--- src/include/nv_ram_pkg.sv ---
// Constants, types and the protect key table for the nonvolatile RAM host.
// Assumes a 125 MHz core clock and a 17-bit word address memory outside.
package nv_ram_pkg;

  localparam int unsigned ADDR_W   = 17;
  localparam int unsigned DATA_W   = 16;
  localparam int unsigned COL_W    = 2;
  localparam int unsigned CNT_W    = 16;
  localparam int unsigned SYNC_CYC = 2;
  localparam int unsigned CLK_NS   = 8;

  // Pin timing in ns, plain defaults; cycle counts round up
  localparam int unsigned ACCESS_NS    = 70;
  localparam int unsigned PAGE_NS      = 30;
  localparam int unsigned PRECHARGE_NS = 70;
  localparam int unsigned WAKE_NS      = 450;
  localparam int unsigned ACC_CYC  = (ACCESS_NS + CLK_NS - 1) / CLK_NS;
  localparam int unsigned PAGE_CYC = (PAGE_NS + CLK_NS - 1) / CLK_NS;
  localparam int unsigned PC_CYC   = (PRECHARGE_NS + CLK_NS - 1) / CLK_NS;
  localparam int unsigned WAKE_CYC = (WAKE_NS + CLK_NS - 1) / CLK_NS;

  // Protect key sequence: six reads, three writes, one closing read
  localparam int unsigned     SEQ_LEN    = 10;
  localparam logic [3:0]      SEQ_LAST   = 4'h9;
  localparam logic [3:0]      STEP_BYTE  = 4'h6;
  localparam logic [3:0]      STEP_CMPL  = 4'h7;
  localparam logic [9:0]      SEQ_WR_MSK = 10'h01c0;
  localparam logic [ADDR_W-1:0] KEY_ADDR [SEQ_LEN] = '{
    17'h1_2555, 17'h1_daaa, 17'h0_1333, 17'h0_eccc, 17'h0_00ff,
    17'h1_ff00, 17'h1_daaa, 17'h0_eccc, 17'h0_ff00, 17'h0_0000};

  localparam logic [DATA_W-1:0] DATA_ZERO = 16'h0000;
  localparam logic [7:0]        BYTE_ZERO = 8'h00;

  typedef logic [CNT_W-1:0] cnt_t;

  typedef enum logic [2:0] {
    ST_IDLE   = 3'h0,
    ST_START  = 3'h1,
    ST_ACCESS = 3'h3,
    ST_PRECHG = 3'h2,
    ST_SLEEP  = 3'h4,
    ST_WAKE   = 3'h5
  } host_state_e;

  // One request from user logic; byte_en is active high
  typedef struct packed {
    logic              write;
    logic [ADDR_W-1:0] addr;
    logic [DATA_W-1:0] wdata;
    logic [1:0]        byte_en;
  } mem_req_s;

  // Everything driven toward the memory pins
  typedef struct packed {
    logic [ADDR_W-1:0] word_address;
    logic              chip_sel_n;
    logic              write_strobe_n;
    logic              out_drive_n;
    logic              upper_byte_sel_n;
    logic              lower_byte_sel_n;
    logic              sleep_request_n;
    logic [DATA_W-1:0] data_pins_o;
    logic              data_pins_oe;
  } pin_out_s;

endpackage

--- src/design/nv_ram_host.sv ---
// Host controller driving an asynchronous 128K x 16 nonvolatile RAM.
// Assumes the data pins resolve outside from data_pins_oe; core_clk 125 MHz.
//
// What this block does
// - Host holds write for access time, data stable before the end edge.
// - One write strobe pulse per word; no busy polling needed.
// - Select high starts precharge; host keeps it high the minimum time.
// - Host finishes accesses before sleep, ties sleep high if unused.
// - Protect change: six key reads, byte write, complement write, zero write, read.
// - Key addresses 12555h 1DAAAh 01333h 0ECCCh 000FFh 1FF00h, then writes.
`timescale 1ns/1ps
`default_nettype none

module nv_ram_host #(
  parameter int unsigned ACC_CYCLES  = nv_ram_pkg::ACC_CYC,
  parameter int unsigned PAGE_CYCLES = nv_ram_pkg::PAGE_CYC,
  parameter int unsigned PC_CYCLES   = nv_ram_pkg::PC_CYC,
  parameter int unsigned WAKE_CYCLES = nv_ram_pkg::WAKE_CYC
) (
  input  wire logic                         core_clk,
  input  wire logic                         rstn,
  input  wire logic                         req_valid,
  input  wire nv_ram_pkg::mem_req_s         req,
  output var  logic                         req_taken,
  output var  logic                         resp_valid,
  output var  logic [nv_ram_pkg::DATA_W-1:0] resp_rdata,
  input  wire logic                         prot_valid,
  input  wire logic [7:0]                   prot_byte,
  output var  logic                         prot_done,
  input  wire logic                         sleep_req,
  output var  logic                         asleep,
  input  wire logic [nv_ram_pkg::DATA_W-1:0] data_pins_i,
  output var  nv_ram_pkg::pin_out_s         mem_pins
);
  import nv_ram_pkg::*;

  localparam cnt_t ACC_LOAD  = cnt_t'(ACC_CYCLES - 1);
  localparam cnt_t RD_LOAD   = cnt_t'(ACC_CYCLES + SYNC_CYC - 1);
  localparam cnt_t PAGE_LOAD = cnt_t'(PAGE_CYCLES + SYNC_CYC - 1);
  localparam cnt_t PC_LOAD   = cnt_t'(PC_CYCLES - 1);
  localparam cnt_t WAKE_LOAD = cnt_t'(WAKE_CYCLES - 1);
  localparam cnt_t CNT_ZERO  = '0;

  host_state_e       state_r;
  cnt_t              cnt_r;
  logic              cur_write_r;
  logic              cur_user_r;
  logic              seq_active_r;
  logic [3:0]        seq_step_r;
  logic [7:0]        prot_byte_r;
  logic [DATA_W-1:0] din_s1_r;
  logic [DATA_W-1:0] din_s2_r;
  mem_req_s          seq_cmd;
  mem_req_s          cmd;
  logic              in_idle;
  logic              issue_seq;
  logic              issue_user;
  logic              start_prot;
  logic              go_sleep;
  logic              acc_done;
  logic              page_take;

  // Key sequence command for the current step
  always_comb begin
    seq_cmd.write   = SEQ_WR_MSK[seq_step_r];
    seq_cmd.addr    = KEY_ADDR[seq_step_r];
    seq_cmd.byte_en = 2'h3;
    if (seq_step_r == STEP_BYTE) begin
      seq_cmd.wdata = {BYTE_ZERO, prot_byte_r};
    end else if (seq_step_r == STEP_CMPL) begin
      seq_cmd.wdata = {BYTE_ZERO, ~prot_byte_r};
    end else begin
      seq_cmd.wdata = DATA_ZERO;
    end
  end

  // Issue decisions: running sequence, then protect, sleep, user
  assign in_idle    = (state_r == ST_IDLE);
  assign issue_seq  = in_idle && seq_active_r;
  assign start_prot = in_idle && !seq_active_r && prot_valid;
  assign go_sleep   = in_idle && !seq_active_r && !prot_valid && sleep_req;
  assign issue_user = in_idle && !seq_active_r && !prot_valid && !sleep_req
                      && req_valid;
  assign cmd        = issue_seq ? seq_cmd : req;
  assign acc_done   = (state_r == ST_ACCESS) && (cnt_r == CNT_ZERO);
  // Same-row user read may follow as a page access with select held low
  assign page_take  = acc_done && !cur_write_r && cur_user_r
                      && !prot_valid && !sleep_req && req_valid
                      && !req.write
                      && (req.addr[ADDR_W-1:COL_W]
                          == mem_pins.word_address[ADDR_W-1:COL_W]);

  // Two-stage synchroniser on the returning data pins
  always_ff @(posedge core_clk or negedge rstn) begin
    if (!rstn) begin
      din_s1_r <= DATA_ZERO;
      din_s2_r <= DATA_ZERO;
    end else begin
      din_s1_r <= data_pins_i;
      din_s2_r <= din_s1_r;
    end
  end

  // Access state machine and pin drive
  always_ff @(posedge core_clk or negedge rstn) begin
    if (!rstn) begin
      state_r                   <= ST_IDLE;
      cnt_r                     <= CNT_ZERO;
      cur_write_r               <= 1'b0;
      cur_user_r                <= 1'b0;
      mem_pins.word_address     <= '0;
      mem_pins.chip_sel_n       <= 1'b1;
      mem_pins.write_strobe_n   <= 1'b1;
      mem_pins.out_drive_n      <= 1'b1;
      mem_pins.upper_byte_sel_n <= 1'b1;
      mem_pins.lower_byte_sel_n <= 1'b1;
      mem_pins.sleep_request_n  <= 1'b1;
      mem_pins.data_pins_o      <= DATA_ZERO;
      mem_pins.data_pins_oe     <= 1'b0;
    end else begin
      unique case (state_r)
        ST_IDLE: begin
          if (issue_seq || issue_user) begin
            // Address, byte selects and strobe settle before select falls
            mem_pins.word_address     <= cmd.addr;
            mem_pins.upper_byte_sel_n <= !cmd.byte_en[1];
            mem_pins.lower_byte_sel_n <= !cmd.byte_en[0];
            mem_pins.write_strobe_n   <= !cmd.write;
            mem_pins.data_pins_o      <= cmd.wdata;
            mem_pins.data_pins_oe     <= cmd.write;
            cur_write_r               <= cmd.write;
            cur_user_r                <= issue_user;
            state_r                   <= ST_START;
          end else if (go_sleep) begin
            mem_pins.sleep_request_n <= 1'b0;
            state_r                  <= ST_SLEEP;
          end
        end
        ST_START: begin
          mem_pins.chip_sel_n  <= 1'b0;
          mem_pins.out_drive_n <= cur_write_r;
          cnt_r                <= cur_write_r ? ACC_LOAD : RD_LOAD;
          state_r              <= ST_ACCESS;
        end
        ST_ACCESS: begin
          if (page_take) begin
            mem_pins.word_address     <= req.addr;
            mem_pins.upper_byte_sel_n <= !req.byte_en[1];
            mem_pins.lower_byte_sel_n <= !req.byte_en[0];
            cnt_r                     <= PAGE_LOAD;
          end else if (acc_done) begin
            // Strobe and select rise together, ending the write
            mem_pins.write_strobe_n <= 1'b1;
            mem_pins.chip_sel_n     <= 1'b1;
            mem_pins.out_drive_n    <= 1'b1;
            cnt_r                   <= PC_LOAD;
            state_r                 <= ST_PRECHG;
          end else begin
            cnt_r <= cnt_r - cnt_t'(1);
          end
        end
        ST_PRECHG: begin
          // Write data held one cycle past the ending edge, then released
          mem_pins.data_pins_oe <= 1'b0;
          if (cnt_r == CNT_ZERO) begin
            state_r <= ST_IDLE;
          end else begin
            cnt_r <= cnt_r - cnt_t'(1);
          end
        end
        ST_SLEEP: begin
          if (!sleep_req) begin
            mem_pins.sleep_request_n <= 1'b1;
            cnt_r                    <= WAKE_LOAD;
            state_r                  <= ST_WAKE;
          end
        end
        ST_WAKE: begin
          if (cnt_r == CNT_ZERO) begin
            state_r <= ST_IDLE;
          end else begin
            cnt_r <= cnt_r - cnt_t'(1);
          end
        end
        default: begin
          state_r <= ST_IDLE;
        end
      endcase
    end
  end

  // Protect key sequencer: one step per issued access
  always_ff @(posedge core_clk or negedge rstn) begin
    if (!rstn) begin
      seq_active_r <= 1'b0;
      seq_step_r   <= 4'h0;
      prot_byte_r  <= BYTE_ZERO;
      prot_done    <= 1'b0;
    end else begin
      prot_done <= 1'b0;
      if (start_prot) begin
        seq_active_r <= 1'b1;
        seq_step_r   <= 4'h0;
        prot_byte_r  <= prot_byte;
      end else if (issue_seq) begin
        if (seq_step_r == SEQ_LAST) begin
          seq_active_r <= 1'b0;
          seq_step_r   <= 4'h0;
          prot_done    <= 1'b1;
        end else begin
          seq_step_r <= seq_step_r + 4'h1;
        end
      end
    end
  end

  // User handshake, read data return and sleep status
  always_ff @(posedge core_clk or negedge rstn) begin
    if (!rstn) begin
      req_taken  <= 1'b0;
      resp_valid <= 1'b0;
      resp_rdata <= DATA_ZERO;
      asleep     <= 1'b0;
    end else begin
      req_taken  <= issue_user || page_take;
      resp_valid <= acc_done && cur_user_r;
      if (acc_done && !cur_write_r) begin
        resp_rdata <= din_s2_r;
      end
      asleep <= (state_r == ST_SLEEP);
    end
  end

endmodule // nv_ram_host

`default_nettype wire

--- config.mk ---
export PLATFORM = sky130hd
export DESIGN_NAME = nv_ram_host
export DESIGN_NICKNAME = d
export VERILOG_FILES = /design/src/include/nv_ram_pkg.sv /design/src/design/nv_ram_host.sv
export SDC_FILE = /design/constraint.sdc
export NUM_CORES = 1
export LEC_CHECK = 0
export BUFFER_PORTS_ARGS = -buffer_cell sky130_fd_sc_hd__buf_2
export CELL_PAD_IN_SITES_DETAIL_PLACEMENT = 1
export CELL_PAD_IN_SITES_GLOBAL_PLACEMENT = 2
export CORE_MARGIN = 2
export CORE_UTILIZATION = 34
export DETAILED_ROUTE_END_ITERATION = 6
export PLACE_DENSITY_LB_ADDON = 0.1
export SLEW_MARGIN = 20
export SYNTH_ARGS = -nofsm -noshare
export SYNTH_HDL_FRONTEND = slang
export SYNTH_SLANG_ARGS = --single-unit
--- constraint.sdc ---
create_clock -name core_clk -period 3.86 [get_ports core_clk]
set_input_delay 0.772 -clock core_clk [delete_from_list [all_inputs] [get_ports core_clk]]
set_output_delay 0.772 -clock core_clk [all_outputs]
set_load 0.02 [all_outputs]
; Word-level counts from Yosys, hierarchy flattened
; Memory sizes are Yosys's and may differ from the RTL's.
; Cells that the tools add are included.
[classes]
n_lt_le_gt_ge = 2
add_sub_neg = 2
eq_ne = 19
n_reduce_logical = 47
muxes = 46
bitwise_logic = 2
[op_table]
columns = op, count
row1 = $mux 16, 5
row2 = $mux 17, 4
row3 = $pmux 16 s4, 1
row4 = $mux 36, 1
row5 = $pmux 17 s2, 1
row6 = $mux 3, 8
row7 = $logic_and 1x1->1, 16
row8 = $logic_not 16->1, 1
row9 = $sub 16x1->16 const B, 1
row10 = $eq 15x15->1, 1
row11 = $pmux 3 s5, 1
row12 = $mux 1, 12
row13 = $mux 4, 3
row14 = $ne 2x2->1 const B, 6
row15 = $reduce_bool 2->1, 6
row16 = $logic_not 1->1, 10
row17 = $pmux 1 s2, 5
row18 = $reduce_and 3->1, 3
row19 = $eq 4x3->1 const B, 2
row20 = $mux 8, 1
row21 = $not 8->8, 1
row22 = $reduce_and 4->1, 2
row23 = $eq 3x2->1 const B, 2
row24 = $eq 3x3->1 const B, 2
row25 = 16 further kinds, 23
[word_totals]
out_inout_bits = 60
reg_bits = 126
mem_count = 2
rom_bits = 288
input_bits = 65
elab_cells = 143
[mem_list]
columns = memory, words, word_bits, read_ports, rd_clocked_by_memory_dff, write_ports, line
row1 = (name not given), 16, 17, 1, 0, 0, nv_ram_host.sv:66  ; seq_cmd.addr = KEY_ADDR[seq_step_r];
row2 = (name not given), 16, 1, 1, 0, 0, nv_ram_host.sv:65  ; seq_cmd.write = SEQ_WR_MSK[seq_step_r];

; Depth between registers and ports, before layout
; Gate-level depths: netlist of run 1.
[logic_depth]
depth_word = 11
mapped_depth = 11
mapped_depth_nobuf = 8

; Worst setup path after synthesis of run 1
; Ideal clock, no wire load.
[synth_path]
path_type = reg2reg
startpoint = reg cnt_r[0]
endpoint = reg mem_pins[26] (netlist bit)
path_slack_ns = 1.007
t_arrival_ns = 2.725
period_less_slack_ns = 2.853
path_buffers = 2
setup_time_ns = 0.128
t_required_ns = 3.732
stages_incl_launch_ff = 11
cell_sequence = dfrtp_1 > inv_1 > ha_1 > nor4b_4 > nand4_4 > or3_1 > buf_2 > or4_1 > buf_6 > nand2_8 > mux2_1
[synth_between]
elab_chain_len = 11
[synth_lines]
columns = element, line
row1 = from (decl), nv_ram_host.sv:45  ; cnt_t cnt_r;
row2 = from (signal assigned), nv_ram_host.sv:142  ; cnt_r <= cur_write_r ? ACC_LOAD : RD_LOAD;
row3 = from (signal assigned), nv_ram_host.sv:159  ; cnt_r <= cnt_r - cnt_t'(1);
row4 = from (signal assigned), nv_ram_host.sv:168  ; cnt_r <= cnt_r - cnt_t'(1);
row5 = $logic_not 16->1, nv_ram_host.sv:85  ; assign acc_done = (state_r == ST_ACCESS) && (cnt_r == CNT_ZERO);
row6 = $logic_and 1x1->1, nv_ram_host.sv:85
row7 = $logic_and 1x1->1 (2 in a row), nv_ram_host.sv:87  ; assign page_take = acc_done && !cur_write_r && cur_user_r
row8 = $logic_and 1x1->1 (3 in a row), nv_ram_host.sv:88  ; && !prot_valid && !sleep_req && req_valid
row9 = $logic_and 1x1->1, nv_ram_host.sv:89  ; && !req.write
row10 = $logic_and 1x1->1, nv_ram_host.sv:90  ; && (req.addr[ADDR_W-1:COL_W]
row11 = $ne 2x2->1 (no source line), -
row12 = $reduce_and 3->1 (no source line), -
row13 = to (decl), nv_ram_host.sv:33  ; output var nv_ram_pkg::pin_out_s mem_pins
; Every way passes these cells.
; A chain may end at the register's enable or synchronous reset.

; Worst setup path in the final report of run 1
[layout_path]
startpoint = reg cnt_r[0]
endpoint = reg mem_pins[34] (netlist bit)
; The elaborated chain is that of the path after synthesis.

==> results of run 1 <==
## cells by family after synthesis
family | Yosys count | share of synthesized area (%)
and+or+nand+nor | 151 | 14.0
DFF | 126 | 56.9
AOI/OAI and AO/OA | 122 | 12.3
muxes | 47 | 9.19
buffers and inverters | 46 | 3.69
xor gates and xnor gates | 18 | 2.84
adders and majority gates | 5 | 1.13
## power by group
part | switching (mW) | leakage (nW) | total, mW | internal (mW)
sequential | 0.0584 | 1.51 | 1.42 | 1.37
clock | 0.685 | 0.301 | 1.67 | 0.988
combinational | 0.0864 | 1.60 | 0.159 | 0.0723
total | 0.830 | 3.41 | 3.26 | 2.43
## final timing paths
path	to	depth (start not counted)	from	slack [ns]
worst min register to register	din_s2_r[3]	0	din_s1_r[3]	0.35
worst min-delay path	din_s2_r[3]	0	din_s1_r[3]	0.35
worst max-delay path	mem_pins[34]	8	cnt_r[0]	0.63
max in group asynchronous	mem_pins[21]	2	rstn	2.64
min in group asynchronous	cnt_r[10]	1	rstn	0.44
worst max register to register	mem_pins[34]	8	cnt_r[0]	0.63
## cells in the final DEF (no fill, tap or decap), types with 5 or more instances in the layout
cell	n
inv_1	21
a21oi_1	32
dfrtp_1	120
buf_2	123
buf_4	8
nand3_1	13
inv_8	6
nor2_1	36
xor2_1	14
mux2_1	8
o21ai_0	59
mux2i_1	15
nor3_1	11
nand2_1	56
ha_1	5
dfstp_2	6
mux2_2	24
inv_6	6
clkbuf_16	17
a31oi_1	8
## layer usage
| metal | global-route usage, % | wire length, µm | up-vias | part of all wire (%) |
|---|---|---|---|---|
| met5 | 0 | 0 | - | 0 |
| met4 | 5.80 | 191 | 0 | 1.3 |
| met3 | 5.27 | 581 | 15 | 3.9 |
| met2 | 31.2 | 7650 | 85 | 51 |
| met1 | 21.7 | 6450 | 2168 | 43 |
| li1 | - | - | 2057 | - |
## state kept, by name, indices dropped and copies added (netlist names), 3 cells and up
name / count
cnt_r: 16
din_s1_r: 16
din_s2_r: 16
mem_pins: 40
prot_byte_r: 8
resp_rdata: 16
seq_step_r: 4
state_r: 3
## worst max-delay path, delay by kind of cell (launching register included)
family                     cells  cell delay, ns
adders and majority gates      1            0.28
buffers and inverters          1            0.12
DFF                            1            0.41
muxes                          1            0.35
and+or+nand+nor                5            1.95
## final cells by class
| class | count | area share (%) |
|---|---|---|
| clock inverter | 15 | 2.67 |
| clock buffer | 17 | 6.06 |
| sequential | 126 | 45.0 |
| multi-input combinational | 343 | 31.2 |
| timing repair buffer | 133 | 10.1 |
| antenna | 1 | 0.0356 |
| inverter | 21 | 1.12 |
| tap | 216 | 3.85 |
==> flow_summary.json, run 1 <==
{
  "postCtsHoldBufs": 0,
  "drtIter0Drc": 171,
  "setup_violations": 0,
  "synth-seq-cells": 126,
  "crit_chain": "inv_1 > ha_1 > nor4b_4 > nand4_4 > or3_1 > or4_1 > nand2_8 > mux2_1",
  "port_buffers": 124,
  "holdWs_ns": 0.347,
  "ff_latch_area_um2": 3160,
  "cts_root_buf": "clkbuf_16",
  "fin_cells": 872,
  "multi_input_area_um2": 2190,
  "ctsHtreeMaxLevel": 4,
  "power.density_nw_per_um2": 464,
  "cts_tree": "done",
  "clkLatencyLatePin_ns": 0.43,
  "wirelength_um": 14900,
  "start_kind": "register",
  "worstPathMaxFanout": 19,
  "yosysMostFrequentCell": "dfrtp_1",
  "die_w_um": 132,
  "slew_headroom_pct": 30.9,
  "overflow": 0,
  "nets": 712,
  "synth_common_cells": "dfrtp_1, o21ai_0, nand2_1",
  "placement.cell_area_um2": 6410,
  "post-place-ws_ns": 0.623,
  "crit_arrival_ns": 3.55,
  "post_cts_resized": 0,
  "tightest_slew_ns": 1.02,
  "cp.required_ns": 4.17,
  "power_mw": 3.26,
  "vias_per_cell": 4.96,
  "ys_seq_area_share_pct": 56.9,
  "cts.sinks": 126,
  "top_level_ports": 125,
  "grt_pass1_vias": 4572,
  "finalCriticalPeriod_ns": 3.23,
  "tns_ns": 0,
  "fin_crit_sh_pct": 83.8,
  "ir_worst_vdd_v": 0.000306,
  "initial_core_util_pct": 34.9,
  "antenna_found_initial": 0,
  "wl_per_cell_um": 17.1,
  "drive_above_1_share_pct": 30.8,
  "gr-usage-all-layers_pct": 18.0,
  "ys_top_cells_by_area": "dfrtp_1, o21ai_0, mux2_2, nand2_1, a21oi_1",
  "synth-async-reset-ratio_pct": 100,
  "yosys.area.top_type": "dfrtp_1",
  "clkSlewWorstSetupHoldPaths_ns": 0.06,
  "syn_inst": 515,
  "synth_area_um2": 5560,
  "final-max-slew-violation-count": 0,
  "hpwlAfterDp_um": 10400,
  "crit_type": "register to register",
  "finalHoldViolations": 0,
  "cap_viol_max_count": 0,
  "syn_nets": 585,
  "grt_pass1_wl_um": 24600,
  "status": "completed",
  "hp-class": "register to register",
  "power.static_leakage_nw": 3.41,
  "post-route-util_pct": 44.1,
  "fin_skew_ns": 0.00826,
  "cts_setup_buffers": 0,
  "post-route-cell-area_um2": 7020,
  "cts_buffers": 17,
  "clock.fmax_ghz": 0.309,
  "crit_path_end_kind": "register",
  "grt_max_degree": 94,
  "n_fill_cell": 1795,
  "place.gp.congestion": 0.736,
  "avgSynthCellArea_um2": 10.8,
  "clock_path_buffers": 2,
  "synth_top_area_share_pct": 54.0,
  "synth-edff-count": 0,
  "cpMaxStageDelayCell": "or4_1",
  "max_stage_delay_ns": 0.76,
  "drc": 0,
  "postRouteAntennaNets": 0,
  "area_growth_pct": 26.4,
  "rows": 46,
  "placed_cells": 839,
  "die_h_um": 132,
  "synth_warnings": 0,
  "dieArea_um2": 17400,
  "core_area_um2": 15900,
  "rsz0062_at_grt": "no",
  "ys_types": 56,
  "layout_setup_ws_ns": 0.626,
  "synth_flop_cell": "dfrtp_1",
  "vias": 4325,
  "drtPass1Iterations": 4
}
(Power assumes the default switching activity.)
==> inputs of run 2 (changes only) <==
- ABC_AREA: not set -> 1
- CORE_UTILIZATION: 34 -> 32
- clock period: 3.86 -> 3 ns (I/O delays scaled with it)
==> flow_summary.json, run 2 <==
{
  "p_sw_share_pct": 44.4,
  "slew_headroom_pct": 43.6,
  "die_w_um": 139,
  "ys_seq_area_share_pct": 53.9,
  "final_cell_mix": "nand2_1, buf_2, dfrtp_1, nor2_1, inv_1",
  "fin_crit_sh_pct": 78.7,
  "dieArea_um2": 19400,
  "p_seq_share_pct": 32.5,
  "place.gp.congestion": 0.818,
  "holdWs_ns": 0.220,
  "p_clk_share_pct": 25.2,
  "power_frac_comb_pct": 42.3,
  "n_fill_cell": 2157,
  "vias_per_cell": 4.79,
  "status": "completed",
  "cts.sinks": 126,
  "syn_nets": 747,
  "power.static_leakage_nw": 3.79,
  "netSwitchingPower_mw": 3.65,
  "clkLatencyLatePin_ns": 0.42,
  "synth_common_cells": "nand2_1, dfrtp_1, nor2_1",
  "rows": 49,
  "crit_type": "register to register",
  "top_level_ports": 125,
  "worstPathMaxFanout": 18,
  "drtIter0Drc": 154,
  "die_h_um": 139,
  "crit_path_end_kind": "register",
  "layout_setup_ws_ns": 0.638,
  "drtPass1Iterations": 4,
  "finalCriticalPeriod_ns": 2.36,
  "cts_setup_buffers": 0,
  "synth-async-reset-ratio_pct": 100,
  "overflow": 0,
  "core_area_um2": 18000,
  "setup_violations": 0,
  "r2r-end": "resp_rdata[13]",
  "tightest_slew_ns": 0.843,
  "fin_cells": 1055,
  "synth_flop_cell": "dfrtp_1",
  "area_growth_pct": 25.1,
  "cts_tree": "done",
  "yosysMostFrequentCell": "nand2_1",
  "crit_arrival_ns": 2.67,
  "clkSlewWorstSetupHoldPaths_ns": 0.07,
  "rr_worst_depth": 10,
  "rsz0062_at_grt": "no",
  "use_met2_pct": 30.9,
  "drc": 0,
  "final_common_cell": "nand2_1",
  "synth-seq-cells": 126,
  "postRouteAntennaNets": 0,
  "use_met3_pct": 4.44,
  "hpwlAfterDp_um": 12700,
  "reg2reg_from": "cnt_r[0]",
  "postCtsHoldBufs": 0,
  "port_buffers": 124,
  "largest_reg_flops": 40,
  "cap_viol_max_count": 0,
  "cp.required_ns": 3.31,
  "nets": 882,
  "fin_skew_ns": 0.0108,
  "grt_pass1_vias": 5357,
  "grt_pass1_wl_um": 28500,
  "top_usage_layer": "met2",
  "synth-edff-count": 0,
  "start_kind": "register",
  "hp-class": "input pin to async pin",
  "use_met1_pct": 24.2,
  "finalHoldViolations": 0,
  "final-max-slew-violation-count": 0,
  "ctsHtreeMaxLevel": 4,
  "post_cts_resized": 0,
  "syn_inst": 677,
  "yosys.area.top_type": "dfrtp_1",
  "grt_max_degree": 51,
  "wirelength_um": 16900,
  "cts_buffers": 17,
  "synth_warnings": 0,
  "cts_root_buf": "clkbuf_16",
  "clock_path_buffers": 2,
  "tns_ns": 0,
  "multi_input_area_um2": 2360,
  "top_register": "mem_pins",
  "ys_top_cells_by_area": "dfrtp_1, nand2_1, nand3_1, nor2_1, inv_1",
  "drive_above_1_share_pct": 25.5,
  "synth_area_um2": 5860,
  "ff_latch_area_um2": 3160,
  "antenna_found_initial": 1,
  "wl_per_cell_um": 16.0,
  "ir_worst_vdd_v": 0.000532,
  "power.density_nw_per_um2": 1120,
  "gr-usage-all-layers_pct": 18.4,
  "post-place-ws_ns": 0.606,
  "p_int_mw": 4.58,
  "worst-r2r-setup-slack_ns": 0.64,
  "placement.cell_area_um2": 6740,
  "placed_cells": 1022,
  "initial_core_util_pct": 32.6,
  "ys_types": 40,
  "clock.fmax_ghz": 0.423,
  "synth_top_area_share_pct": 51.2,
  "post-route-util_pct": 40.8,
  "avgSynthCellArea_um2": 8.65,
  "post-route-cell-area_um2": 7330,
  "power_mw": 8.22,
  "vias": 5055
}
## run 2: changes by cell type after synthesis, moves of 16 or more
cell,previous run,this run
nand3_1,13,45
o21ai_0,59,36
mux2_2,24,8
nor2_1,36,59
inv_1,21,57
a21oi_1,32,8
nand2_1,56,213
## run 2: kinds of logic after synthesis
group / synth area share [%]
flops: 53.9
xor+xnor: 2.39
simple gates: 26.8
compound gates: 8.37
mux: 1.54
fa+ha+maj: 1.07
buf+inv: 5.85
## run 2: per-layer routing
metal | up-vias | routed length [µm]
met5 | - | 0
met4 | 0 | 155
met3 | 16 | 681
met2 | 94 | 8340
met1 | 2476 | 7730
li1 | 2469 | -
## run 2: worst max-delay path, cell delays in order (launching register included)
cell     delay [ns]
dfrtp_1        0.38
inv_1          0.11
ha_1           0.27
nand3_2        0.15
nor2_4         0.18
nand3_2        0.17
nor2_8         0.15
buf_4          0.27
inv_1          0.32
nand2_1        0.16
nand2_1        0.07
## run 2: power by group through the flow
stage	sequential [mW]	clock (mW)	combinational, mW
floorplan	3.02	0	2.07
global placement	2.69	0	3.45
detailed placement	2.71	0	3.54
CTS	2.69	2.14	3.55
global route	2.76	2.22	3.95
finish	2.67	2.07	3.48
## run 2: cell type report
| cell class | count | share of cell area, % |
|---|---|---|
| flip-flops and latches | 126 | 43.1 |
| multi-input cells | 472 | 32.1 |
| repair buffers | 132 | 9.49 |
| clock buffers | 17 | 5.80 |
| well taps | 229 | 3.91 |
| inverters | 63 | 3.23 |
| clock inverters | 15 | 2.30 |
| diodes | 1 | 0.0341 |
## run 2: worst max-delay path by stage
stage               cells past startpoint              to  slack, ns      from
finish                                 10  resp_rdata[13]       0.64  cnt_r[0]
global route                           10  resp_rdata[13]       0.43  cnt_r[0]
CTS                                    10  resp_rdata[13]       0.57  cnt_r[0]
detailed placement                     10   resp_rdata[4]       0.61  cnt_r[0]
global placement                       10   resp_rdata[0]       0.68  cnt_r[0]
floorplan                              12    mem_pins[37]       1.08  cnt_r[0]
==> inputs of run 3 (changes only) <==
- CORE_UTILIZATION: 32 -> 29
- clock period: 3 -> 2 ns (I/O delays scaled with it)
==> flow_summary.json, run 3 (synthesis results as in run 2) <==
{
  "drtIter0Drc": 149,
  "ctsHtreeMaxLevel": 4,
  "n_fill_cell": 2411,
  "clock.fmax_ghz": 0.538,
  "worst-r2r-setup-slack_ns": 0.14,
  "crit_path_end_kind": "register",
  "nets": 913,
  "vias_per_cell": 4.61,
  "reg2reg_from": "cnt_r[1]",
  "drtPass1Iterations": 4,
  "drive_above_1_share_pct": 30.0,
  "wl_per_cell_um": 16.2,
  "whs_path_depth": 1,
  "cap_viol_max_count": 0,
  "final_cell_mix": "nand2_1, buf_2, dfrtp_1, inv_1, nor2_1",
  "dieArea_um2": 21400,
  "crit_type": "register to register",
  "setup_violations": 0,
  "post-route-cell-area_um2": 7740,
  "ff_latch_area_um2": 3160,
  "cpMaxStageDelayCell": "dfrtp_1",
  "power_mw": 13.0,
  "vias": 5174,
  "min_from": "data_pins_i[10]",
  "clkSlewWorstSetupHoldPaths_ns": 0.07,
  "final_common_cell": "nand2_1",
  "antenna_found_initial": 1,
  "hold_end": "din_s1_r[10]",
  "multi_input_area_um2": 2440,
  "overflow": 0,
  "gr-usage-all-layers_pct": 17.3,
  "drc": 0,
  "top_level_ports": 125,
  "die_w_um": 146,
  "wirelength_um": 18200,
  "area_growth_pct": 32.0,
  "crit_chain": "inv_1 > ha_4 > nand3_4 > nor2_4 > nand2_4 > buf_4 > o211ai_1 > buf_4 > nand2_1 > inv_1 > a21oi_1",
  "die_h_um": 146,
  "cp_top_family": "buffers and inverters",
  "rr_worst_depth": 11,
  "worstPathMaxFanout": 6,
  "max_stage_delay_ns": 0.40,
  "postRouteAntennaNets": 0,
  "r2r-end": "cnt_r[3]",
  "initial_core_util_pct": 29.8,
  "slew_headroom_pct": 62.1,
  "grt_pass1_vias": 5501,
  "final-max-slew-violation-count": 0,
  "top_register": "mem_pins",
  "port_buffers": 124,
  "fin_crit_sh_pct": 92.9,
  "grt_pass1_wl_um": 29400,
  "crit_arrival_ns": 2.16,
  "power.density_nw_per_um2": 1680,
  "cp.required_ns": 2.30,
  "hpwlAfterDp_um": 13600,
  "start_kind": "register",
  "largest_reg_flops": 40,
  "rsz0062_at_grt": "yes",
  "place.gp.congestion": 0.783,
  "core_area_um2": 19700,
  "clkLatencyLatePin_ns": 0.42,
  "fin_skew_ns": 0.0133,
  "grt_max_degree": 42,
  "cts.sinks": 126,
  "rows": 51,
  "tightest_slew_ns": 0.568,
  "cts_tree": "done",
  "power.static_leakage_nw": 3.97,
  "finalHoldViolations": 0,
  "placement.cell_area_um2": 6990,
  "clock_path_buffers": 2,
  "ir_worst_vdd_v": 0.000783,
  "hp-class": "input pin to register",
  "cts_root_buf": "clkbuf_16",
  "cts_buffers": 17,
  "cp_num_cells": 11,
  "status": "completed",
  "finalCriticalPeriod_ns": 1.86,
  "crit_buf_inv": 4
}
## run 3: through the flow
stage	hold WS (ns)	cells	setup TNS (ns)	utilization [%]	worst slack [ns]
after floorplan	0.104	677	0	-	0.0792
after global placement	0.332	1081	0	35.6	0.116
after detailed placement	0.336	1081	0	35.6	0.0409
after CTS	0.0634	1114	0	38.6	0.0271
after global routing	0.0660	1122	-0.110	39.4	-0.0366
final	0.0857	1122	0	39.4	0.142
## run 3: area by class of cell
cell class                 count  area share [%]
multi-input combinational    472            31.6
sequential                   126            40.9
tap                          265            4.29
clock buffer                  17            5.50
clock inverter                15            2.17
antenna                        1          0.0323
inverter                      63            3.09
timing repair buffer         163            12.5
## run 3: what timing repair did
action	4_1_cts	5_1_grt
hold endpoints to repair	24	0
resized for setup	0	27
setup endpoints to repair	0	71
hold buffers	1	0
setup buffers	0	6
## run 3: where the power goes
part           switching, mW  internal (mW)
Sequential             0.639           3.40
Combinational           3.78           2.13
Clock                   1.39           1.67
Total                   5.82           7.21
## run 3: worst max-delay path by stage
| stage | from | endpoint | slack [ns] |
|---|---|---|---|
| after global routing | state_r[1] | mem_pins[36] | -0.04 |
| after detailed placement | req[32] | mem_pins[30] | 0.04 |
| after CTS | state_r[0] | mem_pins[8] | 0.03 |
| after floorplan | cnt_r[0] | mem_pins[37] | 0.08 |
| after global placement | req[32] | mem_pins[29] | 0.12 |
| final | cnt_r[1] | cnt_r[3] | 0.14 |
## run 3: metal layers
| metal | global-route usage, % | up-vias | share of wire [%] |
|---|---|---|---|
| li1 | - | 2519 | - |
| met1 | 22.6 | 2536 | 46 |
| met2 | 29.1 | 103 | 49 |
| met3 | 3.91 | 16 | 3.6 |
| met4 | 4.76 | 0 | 1.4 |
| met5 | 0 | - | 0 |
